--- src/core/tcp_defs.vh ---
// register map, field positions and codes of the timer capture/output/prescale control
`ifndef TCP_DEFS_VH
`define TCP_DEFS_VH
`define TCP_ADDR_W          18
`define TCP_IDX_W           16
`define TCP_IDX_PRESCALE    16'hFF61
`define TCP_IDX_CAPCMP      16'hFF62
`define TCP_IDX_OUTCTL      16'hFF63
`define TCP_RST_PRESCALE    8'h00
`define TCP_RST_CAPCMP      8'h00
`define TCP_RST_OUTCTL      8'h00
`define TCP_PRM_IN2_HI      7
`define TCP_PRM_IN2_LO      6
`define TCP_PRM_IN1_HI      5
`define TCP_PRM_IN1_LO      4
`define TCP_PRM_CLK_HI      1
`define TCP_PRM_CLK_LO      0
`define TCP_CRC_SECOND_MODE 2
`define TCP_CRC_FIRST_TRIG  1
`define TCP_CRC_FIRST_MODE  0
`define TCP_TOC_OS_TRIG     6
`define TCP_TOC_OS_EN       5
`define TCP_TOC_INV_SECOND  4
`define TCP_TOC_LVL_SET     3
`define TCP_TOC_LVL_CLR     2
`define TCP_TOC_INV_FIRST   1
`define TCP_TOC_OUT_EN      0
`define TCP_CLK_FULL        2'h0
`define TCP_CLK_DIV4        2'h1
`define TCP_CLK_DIV256      2'h2
`define TCP_CLK_PIN         2'h3
`define TCP_DIV4_MASK       8'h03
`define TCP_DIV256_LAST     8'hFF
`define TCP_MODE_STOP       2'h0
`define TCP_MODE_PIN_CLR    2'h2
`define TCP_MODE_MATCH_CLR  2'h3
`define TCP_EDGE_FALL       2'h0
`define TCP_EDGE_RISE       2'h1
`endif
--- src/core/tcp_ctrl.v ---
// capture/compare control, timer output flip-flop and count clock prescaler with pin edge detection
`timescale 1ns/10ps
`include "tcp_defs.vh"
// Notes on behaviour
// - second register mode bit: 0 compare, 1 capture
// - first capture: second pin, or first pin reversed
// - first register mode bit: 0 compare, 1 capture
// - reversed trigger with both edges never captures
// - one-shot trigger starts pulse, reads zero
// - one-shot enable: 0 successive, 1 one-shot
// - one-shot only without clear-on-match mode
// - second match toggles output when enabled
// - first match toggles output when enabled
// - level bits: keep, clear, set; read zero
// - output pin low unless output enabled
// - second pin edge: fall, rise, both
// - first pin edge: fall, rise, both
// - count clock full, /4, /256, pin edge
// - enable compares pin with held level
// - edge needs two equal consecutive samples
// - clear-on-match mode clears counter on first match, only while first register is compare
module tcp_ctrl
(
	input  wire                   CLK,
	input  wire                   RESET,
	input  wire                   PSEL,
	input  wire                   PENABLE,
	input  wire                   PWRITE,
	input  wire [`TCP_ADDR_W-1:0] PADDR,
	input  wire [31:0]            PWDATA,
	input  wire [3:0]             PSTRB,
	output reg  [31:0]            PRDATA,
	output reg                    PREADY,
	output reg                    PSLVERR,
	input  wire [2:0]             TIMER_MODE,
	input  wire                   MATCH_FIRST,
	input  wire                   MATCH_SECOND,
	input  wire                   OVERFLOW,
	input  wire                   FIRST_INPUT_PIN,
	input  wire                   SECOND_INPUT_PIN,
	output reg                    COUNT_TICK,
	output reg                    CAPTURE_FIRST,
	output reg                    CAPTURE_SECOND,
	output reg                    FIRST_IS_CAPTURE,
	output reg                    SECOND_IS_CAPTURE,
	output reg                    COUNTER_CLEAR,
	output reg                    TIMER_OUTPUT_PIN
);

	// reset images held as parameters so their fields can be selected
	localparam [7:0] rst_prm = `TCP_RST_PRESCALE;
	localparam [7:0] rst_crc = `TCP_RST_CAPCMP;
	localparam [7:0] rst_toc = `TCP_RST_OUTCTL;

	reg  [1:0]  in2_edge;
	reg  [1:0]  in1_edge;
	reg  [1:0]  clk_sel;
	reg         second_reg_mode_sel;
	reg         first_reg_trigger_sel;
	reg         first_reg_mode_sel;
	reg         oneshot_enable;
	reg         invert_on_second_match;
	reg         invert_on_first_match;
	reg         out_pin_enable;
	reg         out_ff;
	reg         oneshot_armed;
	reg  [7:0]  divider;
	reg  [1:0]  sync1;
	reg  [1:0]  sync2;
	reg  [1:0]  samp_a;
	reg  [1:0]  samp_b;
	reg  [1:0]  lvl;
	reg         presc_tick;
	reg  [7:0]  rd_byte;

	wire [1:0]  mode_hi;
	wire        run;
	wire        match_clr_mode;
	wire        pin_clr_mode;
	wire        samp_tick;
	wire [1:0]  agree;
	wire [1:0]  changed;
	wire [1:0]  rise;
	wire [1:0]  fall;
	wire [1:0]  edge_v;
	wire [1:0]  es_hi;
	wire [1:0]  es_lo;
	wire        rev_first;
	wire        bus_access;
	wire        bus_done;
	wire        wr;
	wire        hit_prm;
	wire        hit_crc;
	wire        hit_toc;
	wire        os_trig;
	wire        toggle_ok;
	wire        toggle;
	wire [1:0]  lvl_cmd;

	assign mode_hi        = TIMER_MODE[2:1];
	assign run            = (mode_hi != `TCP_MODE_STOP);
	assign match_clr_mode = (mode_hi == `TCP_MODE_MATCH_CLR);
	assign pin_clr_mode   = (mode_hi == `TCP_MODE_PIN_CLR);

	// prescaler output; with pin clock the pin samples at the full rate
	always @*
	begin
		case (clk_sel)
			`TCP_CLK_FULL:   presc_tick = 1'b1;
			`TCP_CLK_DIV4:   presc_tick = ((divider & `TCP_DIV4_MASK) == `TCP_DIV4_MASK);
			`TCP_CLK_DIV256: presc_tick = (divider == `TCP_DIV256_LAST);
			`TCP_CLK_PIN:    presc_tick = 1'b1;
			default:         presc_tick = 1'b1;
		endcase
	end

	always @(posedge CLK)
	begin
		if (RESET)
			divider <= 8'h00;
		else if (run)
			divider <= divider + 8'h01;
		else
			divider <= 8'h00;
	end

	// stopped: keep sampling so the first enabled tick sees the present pin level
	assign samp_tick = presc_tick | ~run;
	assign agree     = ~(samp_a ^ samp_b);
	assign changed   = agree & (samp_b ^ lvl) & {2{presc_tick & run}};
	assign rise      = changed & samp_b;
	assign fall      = changed & ~samp_b;
	assign es_hi     = {in2_edge[1], in1_edge[1]};
	assign es_lo     = {in2_edge[0], in1_edge[0]};
	// 10 selects nothing
	assign edge_v    = (rise & es_lo) | (fall & ~(es_hi ^ es_lo));
	// opposite phase; a both-edge selection leaves nothing to capture
	assign rev_first = (rise[0] & (in1_edge == `TCP_EDGE_FALL)) |
	                   (fall[0] & (in1_edge == `TCP_EDGE_RISE));

	always @(posedge CLK)
	begin
		if (RESET)
		begin
			sync1  <= 2'h0;
			sync2  <= 2'h0;
			samp_a <= 2'h0;
			samp_b <= 2'h0;
			lvl    <= 2'h0;
		end
		else
		begin
			sync1 <= {SECOND_INPUT_PIN, FIRST_INPUT_PIN};
			sync2 <= sync1;
			if (samp_tick)
			begin
				samp_a <= sync2;
				samp_b <= samp_a;
			end
			// held level frozen while stopped
			if (presc_tick && run)
				lvl <= (lvl & ~agree) | (samp_b & agree);
		end
	end

	assign bus_access = PSEL & PENABLE;
	assign bus_done   = bus_access & PREADY;
	assign wr         = bus_done & PWRITE & PSTRB[0];
	assign hit_prm    = (PADDR[`TCP_ADDR_W-1:2] == `TCP_IDX_PRESCALE);
	assign hit_crc    = (PADDR[`TCP_ADDR_W-1:2] == `TCP_IDX_CAPCMP);
	assign hit_toc    = (PADDR[`TCP_ADDR_W-1:2] == `TCP_IDX_OUTCTL);
	assign os_trig    = wr & hit_toc & PWDATA[`TCP_TOC_OS_TRIG] & oneshot_enable;
	assign lvl_cmd    = (wr & hit_toc) ? {PWDATA[`TCP_TOC_LVL_SET], PWDATA[`TCP_TOC_LVL_CLR]} : 2'h0;

	always @*
	begin
		rd_byte = 8'h00;
		if (hit_prm)
			rd_byte = {in2_edge, in1_edge, 2'h0, clk_sel};
		else if (hit_crc)
			rd_byte = {5'h00, second_reg_mode_sel, first_reg_trigger_sel, first_reg_mode_sel};
		else if (hit_toc)
			rd_byte = {2'h0, oneshot_enable, invert_on_second_match, 2'h0,
			           invert_on_first_match, out_pin_enable};
	end

	// one wait state keeps every bus output registered
	always @(posedge CLK)
	begin
		if (RESET)
		begin
			PREADY  <= 1'b0;
			PSLVERR <= 1'b0;
			PRDATA  <= 32'h00000000;
		end
		else
		begin
			PREADY  <= bus_access & ~PREADY;
			// unmapped word: error answer, nothing stored
			PSLVERR <= bus_access & ~PREADY & ~(hit_prm | hit_crc | hit_toc);
			if (bus_access && !PREADY && !PWRITE)
				PRDATA <= {24'h000000, rd_byte};
			else if (!bus_access)
				PRDATA <= 32'h00000000;
		end
	end

	// writes are taken whenever they come; keeping the counter stopped is up to software
	always @(posedge CLK)
	begin
		if (RESET)
		begin
			{in2_edge, in1_edge, clk_sel} <= {rst_prm[7:4], rst_prm[1:0]};
			{second_reg_mode_sel, first_reg_trigger_sel, first_reg_mode_sel} <= rst_crc[2:0];
			{oneshot_enable, invert_on_second_match} <= rst_toc[5:4];
			{invert_on_first_match, out_pin_enable}  <= rst_toc[1:0];
		end
		else if (wr)
		begin
			if (hit_prm)
			begin
				in2_edge <= PWDATA[`TCP_PRM_IN2_HI:`TCP_PRM_IN2_LO];
				in1_edge <= PWDATA[`TCP_PRM_IN1_HI:`TCP_PRM_IN1_LO];
				clk_sel  <= PWDATA[`TCP_PRM_CLK_HI:`TCP_PRM_CLK_LO];
			end
			if (hit_crc)
			begin
				second_reg_mode_sel   <= PWDATA[`TCP_CRC_SECOND_MODE];
				first_reg_trigger_sel <= PWDATA[`TCP_CRC_FIRST_TRIG];
				first_reg_mode_sel    <= PWDATA[`TCP_CRC_FIRST_MODE];
			end
			if (hit_toc)
			begin
				oneshot_enable         <= PWDATA[`TCP_TOC_OS_EN];
				invert_on_second_match <= PWDATA[`TCP_TOC_INV_SECOND];
				invert_on_first_match  <= PWDATA[`TCP_TOC_INV_FIRST];
				out_pin_enable         <= PWDATA[`TCP_TOC_OUT_EN];
			end
		end
	end

	// one-shot: matches only act between a trigger and the next overflow
	always @(posedge CLK)
	begin
		if (RESET)
			oneshot_armed <= 1'b0;
		else if ((os_trig || (pin_clr_mode && edge_v[0] && oneshot_enable)) && !match_clr_mode)
			oneshot_armed <= 1'b1;
		else if (OVERFLOW || !oneshot_enable)
			oneshot_armed <= 1'b0;
	end

	// enabled matches on both registers in one cycle cancel out
	assign toggle_ok = ~oneshot_enable | oneshot_armed;
	assign toggle    = toggle_ok & run & ((MATCH_FIRST & invert_on_first_match) ^
	                   (MATCH_SECOND & invert_on_second_match));

	always @(posedge CLK)
	begin
		if (RESET)
			out_ff <= 1'b0;
		else if (lvl_cmd == 2'h1)
			out_ff <= 1'b0;
		else if (lvl_cmd == 2'h2)
			out_ff <= 1'b1;
		else if (toggle)
			out_ff <= ~out_ff;
	end

	always @(posedge CLK)
	begin
		if (RESET)
		begin
			COUNT_TICK        <= 1'b0;
			CAPTURE_FIRST     <= 1'b0;
			CAPTURE_SECOND    <= 1'b0;
			FIRST_IS_CAPTURE  <= 1'b0;
			SECOND_IS_CAPTURE <= 1'b0;
			COUNTER_CLEAR     <= 1'b0;
			TIMER_OUTPUT_PIN  <= 1'b0;
		end
		else
		begin
			COUNT_TICK        <= (clk_sel == `TCP_CLK_PIN) ? edge_v[0] : (presc_tick & run);
			CAPTURE_FIRST     <= first_reg_mode_sel &
			                     (first_reg_trigger_sel ? rev_first : edge_v[1]);
			CAPTURE_SECOND    <= second_reg_mode_sel & edge_v[0];
			FIRST_IS_CAPTURE  <= first_reg_mode_sel;
			SECOND_IS_CAPTURE <= second_reg_mode_sel;
			COUNTER_CLEAR     <= (match_clr_mode & MATCH_FIRST & ~first_reg_mode_sel) |
			                     (pin_clr_mode & edge_v[0]);
			TIMER_OUTPUT_PIN  <= out_pin_enable & out_ff;
		end
	end

endmodule // tcp_ctrl

--- config.mk ---
export PLATFORM = sky130hd
export DESIGN_NAME = tcp_ctrl
export DESIGN_NICKNAME = d
export VERILOG_FILES = /design/src/core/tcp_ctrl.v
export VERILOG_INCLUDE_DIRS = /design/src /design/src/core
export SDC_FILE = /design/constraint.sdc
export NUM_CORES = 1
export LEC_CHECK = 0
export ABC_AREA = 0
export BUFFER_PORTS_ARGS = -buffer_cell sky130_fd_sc_hd__buf_2
export CORE_ASPECT_RATIO = 0.5
export CORE_MARGIN = 10
export CORE_UTILIZATION = 50
export CTS_CLUSTER_SIZE = 10
export DETAILED_ROUTE_END_ITERATION = 8
export GPL_TIMING_DRIVEN = 0
export PLACE_DENSITY_LB_ADDON = 0.25
export SETUP_SLACK_MARGIN = 0.3
export SYNTH_ARGS = -nofsm -noshare
export SYNTH_HDL_FRONTEND = slang
export SYNTH_SLANG_ARGS = --single-unit
--- constraint.sdc ---
create_clock -name CLK -period 3.2 [get_ports CLK]
set_input_delay 0.8 -clock CLK [delete_from_list [all_inputs] [get_ports CLK]]
set_output_delay 0.8 -clock CLK [all_outputs]
set_load 0.01 [all_outputs]
# Yosys cells after proc, flatten, opt, wreduce, memory -nomap -nowiden
# Index checks and enable logic that the tools add are counted.
totals:
  wordCells: 131
  n_memories: 0
  rom_bits: 0
  reg_bits: 50
  latch_bits: 0
  in_bits: 67
  mem_bits_rw: 0
  output_inout_bits: 41
classes:
  n_div: 0
  n_shift: 0
  multipliers: 0
  n_mux: 13
  n_addsub: 1
  magnitude_cmp: 0
  reduce_logical: 23
  eq_ne: 14
  n_bitwise: 52
ops:
  columns: ["operator", "n"]
  rows:
  - ["equality test 16 bit (second input constant)", 3]
  - ["two-way mux 8 bit", 3]
  - ["bitwise AND 1 bit", 22]
  - ["bitwise AND 2 bit", 8]
  - ["equality test 2 bit (second input constant)", 6]
  - ["two-way mux 6 bit", 2]
  - ["adder 8 x 1 -> 8 bit (second input constant)", 1]
  - ["equality test 8 bit (second input constant)", 1]
  - ["inverter 2 bit", 4]
  - ["equality test 2 x 1 -> 1 bit (second input constant)", 3]
  - ["logical AND 1 bit", 6]
  - ["two-way mux 1 bit", 6]
  - ["inverter 1 bit", 6]
  - ["OR 1 bit", 6]
  - ["AND reduction 2 bit", 3]
  - ["nonzero test 2 bit", 3]
  - ["OR reduction 2 bit", 3]
  - ["XOR 2 bit", 3]
  - ["logical NOT 1 bit", 4]
  - ["logical NOT 2 bit", 2]
  - ["OR 2 bit", 2]
  - ["one-hot mux 1 bit (3 select lines)", 1]
  - ["logical OR 1 bit", 2]
  - ["two-way mux 2 bit", 1]
  - ["other kinds (2)", 2]

# Logic depth before layout (Yosys ltp)
logic_depth:
  word_depth: 13
  ltp_mapped: 7
  depth_no_buf: 7

# Worst setup path after synthesis
# OpenSTA, ideal clock, no wires.
synth_timing:
  path_type: "input -> register"
  startpoint: "in PADDR[9]"
  endpoint: "reg clk_sel[0]"
  slack_ns: 1.046
  path_stages: 6
  path_buffers: 1
  setup_ns: 0.128
  t_required_ns: 3.072
  arrival_time_ns: 2.026
  cell_sequence: "nand4bb_1 > nor4_2 > and4_1 > buf_2 > mux2i_1 > nor2_1"
synth_via:
  elab_chain_cells: 2
synth_lines:
  columns: ["item", "line_no", "source"]
  rows:
  - ["from (decl)", "tcp_ctrl.v:29", "input wire [`TCP_ADDR_W-1:0] PADDR,"]
  - ["equality test 16 bit (no source line)", null, null]
  - ["AND reduction 2 bit (no source line)", null, null]
  - ["to (signal assigned)", "tcp_ctrl.v:213", "{in2_edge, in1_edge, clk_sel} <= {rst_prm[7:4], rst_prm[1:0]};"]
  - ["to (signal assigned)", "tcp_ctrl.v:224", "clk_sel <= PWDATA[`TCP_PRM_CLK_HI:`TCP_PRM_CLK_LO];"]
  - ["to (decl)", "tcp_ctrl.v:57", "reg [1:0] clk_sel;"]
# Every way passes these cells.
# A chain may end at the register's enable or synchronous reset.

# Worst setup path in the final report
layout_timing:
  startpoint: "in PADDR[9]"
  endpoint: "reg in1_edge[0]"
layout_via:
  elab_chain_cells: 2
layout_lines:
  columns: ["item", "line_no", "source"]
  rows:
  - ["equality test 16 bit (no source line)", null, null]
  - ["AND reduction 2 bit (no source line)", null, null]
  - ["to (signal assigned)", "tcp_ctrl.v:213", null]
  - ["to (signal assigned)", "tcp_ctrl.v:223", "in1_edge <= PWDATA[`TCP_PRM_IN1_HI:`TCP_PRM_IN1_LO];"]
  - ["to (decl)", "tcp_ctrl.v:56", "reg [1:0] in1_edge;"]
# Every way passes these cells.

==> flow_summary.json <==
{
  "crit_path_end_kind": "register",
  "slew_viol_final": 0,
  "powerDensity_nw_per_um2": 418,
  "die_w_um": 116,
  "outcome": "finished, final reports clean",
  "worst-endpoint-arrival_ns": 2.37,
  "layout_commonest_cell": "buf_2",
  "vias_per_cell": 4.84,
  "grt_pass1_vias": 1945,
  "setup_viol_count_final": 0,
  "clk_pin_slew_worst_paths_ns": 0.09,
  "synth.distinct_cells": 49,
  "ys_warn_count": 0,
  "grt_use_total_pct": 14.1,
  "row_count": 17,
  "fin_crit_ns": 2.18,
  "clkLatencyLatePin_ns": 0.30,
  "final_cells": 395,
  "setup_ws_ns": 1.02,
  "ys.flop_type": "dfxtp_1",
  "timing.final.hold_violations": 0,
  "synth_edf_count": 0,
  "r2r-end": "oneshot_armed",
  "drv_cap": 0,
  "startpoint_type": "input pin",
  "gp_congestion": 0.826,
  "critPathKind": "in -> reg",
  "via_count": 1912,
  "drtPass1Iterations": 4,
  "finalNetCount": 410,
  "initial_core_util_pct": 52.2,
  "drt.antenna.violating_nets": 0,
  "place_hpwl_mm": 4.55,
  "fmax_mhz": 459,
  "min_to": "sync2[0]",
  "hold_depth": 1,
  "grt_max_degree": 16,
  "cts-root-buf": "clkbuf_8",
  "post-place-ws_ns": 0.692,
  "postCtsSetupRepairBufs": 0,
  "reg2regPathDepth": 7,
  "mostFrequentLayoutCells": "buf_2 (53), dfxtp_1 (49), nor2_1 (38)",
  "dpl-instance-area_sq_um": 2720,
  "async_flop_share_pct": 0,
  "antenna_cells": 0,
  "final_area_sq_um": 2840,
  "total_power_mw": 1.19,
  "min_from": "sync1[0]",
  "tightest_slew_ns": 0.770,
  "rsz0062_at_grt": "no",
  "drc": 0,
  "final.setup.tns_ns": 0,
  "wl_per_cell_um": 14.0,
  "fp.dieArea_sq_um": 7910,
  "antenna_found_initial": 0,
  "wl_mm": 5.53,
  "final_util_pct": 64.3,
  "cts_resized": 0,
  "syn_inst": 256,
  "hold_ws_ns": 0.444,
  "clockBufferDepth": 2,
  "ys_ff_latch": 49,
  "hp-class": "reg -> reg",
  "avgSynthCellArea_sq_um": 9.03,
  "crit_fanout": 6,
  "skew_ns": 0.00451,
  "area_delta_synth_final_pct": 23.0,
  "portBuffers": 50,
  "io_pins": 108,
  "die_h_um": 68.1,
  "fillers": 389,
  "dr.first_iter.drc_count": 76,
  "dp_cells": 387,
  "cp.required_ns": 3.39,
  "cts_tree": "yes",
  "core_sq_um": 4420,
  "ir_drop_uv": 187,
  "htree_levels": 2,
  "grt_pass1_wl_mm": 8.92,
  "cts_buffers": 5,
  "drive_gt1_share_pct": 26.9,
  "grt-ovfl-total": 0,
  "holdBufCountCts": 0,
  "seqCellArea_sq_um": 981,
  "ys_seq_area_share_pct": 42.4,
  "fin_crit_sh_pct": 68.0,
  "slew-limit-headroom_pct": 48.3,
  "p_leak_nw": 1.30,
  "cts.sink_count": 49,
  "r2r_setup_slack_ns": 1.07,
  "multi_input_area_sq_um": 1150,
  "syn-cell-area_sq_um": 2310,
  "regToRegStartpoint": "in1_edge[0]"
}
-- power breakdown --
part / internal, mW / switching, mW
logic: 0.0480 / 0.0556
registers: 0.617 / 0.00455
clock network: 0.254 / 0.209
total: 0.919 / 0.269
-- cell families after synthesis --
group / Yosys count / synth area share [%]
other: 1 / 0.162
adders and majority gates: 6 / 3.25
xor gates and xnor gates: 7 / 2.65
AOI/OAI and AO/OA: 29 / 8.01
DFF: 49 / 42.4
buffers and inverters: 45 / 11.5
muxes: 22 / 9.58
and+or+nand+nor: 97 / 22.4
-- state kept, by name, indices dropped and copies added (netlist names), 2 cells and up, named ones only --
register	flops
sync1	2
samp_a	2
clk_sel	2
divider	8
in1_edge	2
in2_edge	2
samp_b	2
PRDATA	7
sync2	2
-- how the worst max path moves through the flow --
stage                        start          end  slack (ns)  cells past startpoint
final                     PADDR[9]  in1_edge[0]        1.02                      7
after global routing      PADDR[9]  in1_edge[0]        0.92                      7
after CTS                 PADDR[9]  in1_edge[0]        1.01                      7
after detailed placement  PADDR[9]  in1_edge[0]        0.69                      7
after global placement    PADDR[9]  in1_edge[0]        0.78                      7
after floorplan           PADDR[9]   clk_sel[0]        1.05                      6
-- synth_stat cells, types with 2 or more instances --
library cell	n	area share, %
xor2_1	3	1.1
and3_1	3	0.81
a32o_1	2	0.87
and4_1	2	0.76
mux2i_1	21	9.1
o21ai_0	9	1.9
dfxtp_1	49	42
nand2_1	17	2.8
nand2b_1	2	0.54
a21oi_1	6	1.3
nand3_1	6	1.3
nor3_1	2	0.43
clkbuf_1	4	0.65
xnor2_1	4	1.5
inv_1	13	2.1
ha_1	6	3.2
o21ai_1	2	0.43
nand4_1	5	1.4
nor2_1	38	6.2
nor4_2	2	1.1
nor2b_1	6	1.6
buf_2	3	0.65
buf_4	25	8.1
-- metal layers --
metal  share of wire [%]  global-route usage [%]
met1                  43                    15.9
met4                 1.1                    4.18
met3                  13                    7.24
met2                  43                    23.4
met5                   0                       0
-- area by class of cell --
cell class | count | share of cell area [%]
Multi-Input combinational cell | 186 | 40.6
Sequential cell | 49 | 34.5
Tap cell | 57 | 2.51
Clock buffer | 6 | 2.90
Buffer | 32 | 7.66
Inverter | 13 | 1.72
Timing Repair Buffer | 50 | 8.80
Clock inverter | 2 | 1.32
-- worst max-delay path: stages --
cell       delay, ns
buf_2           0.10
nand4bb_1       0.23
nor4_2          0.47
and4_1          0.25
buf_2           0.23
mux2i_1         0.23
nor2_1          0.05
No activity file was read; power rests on OpenSTA's default activity.
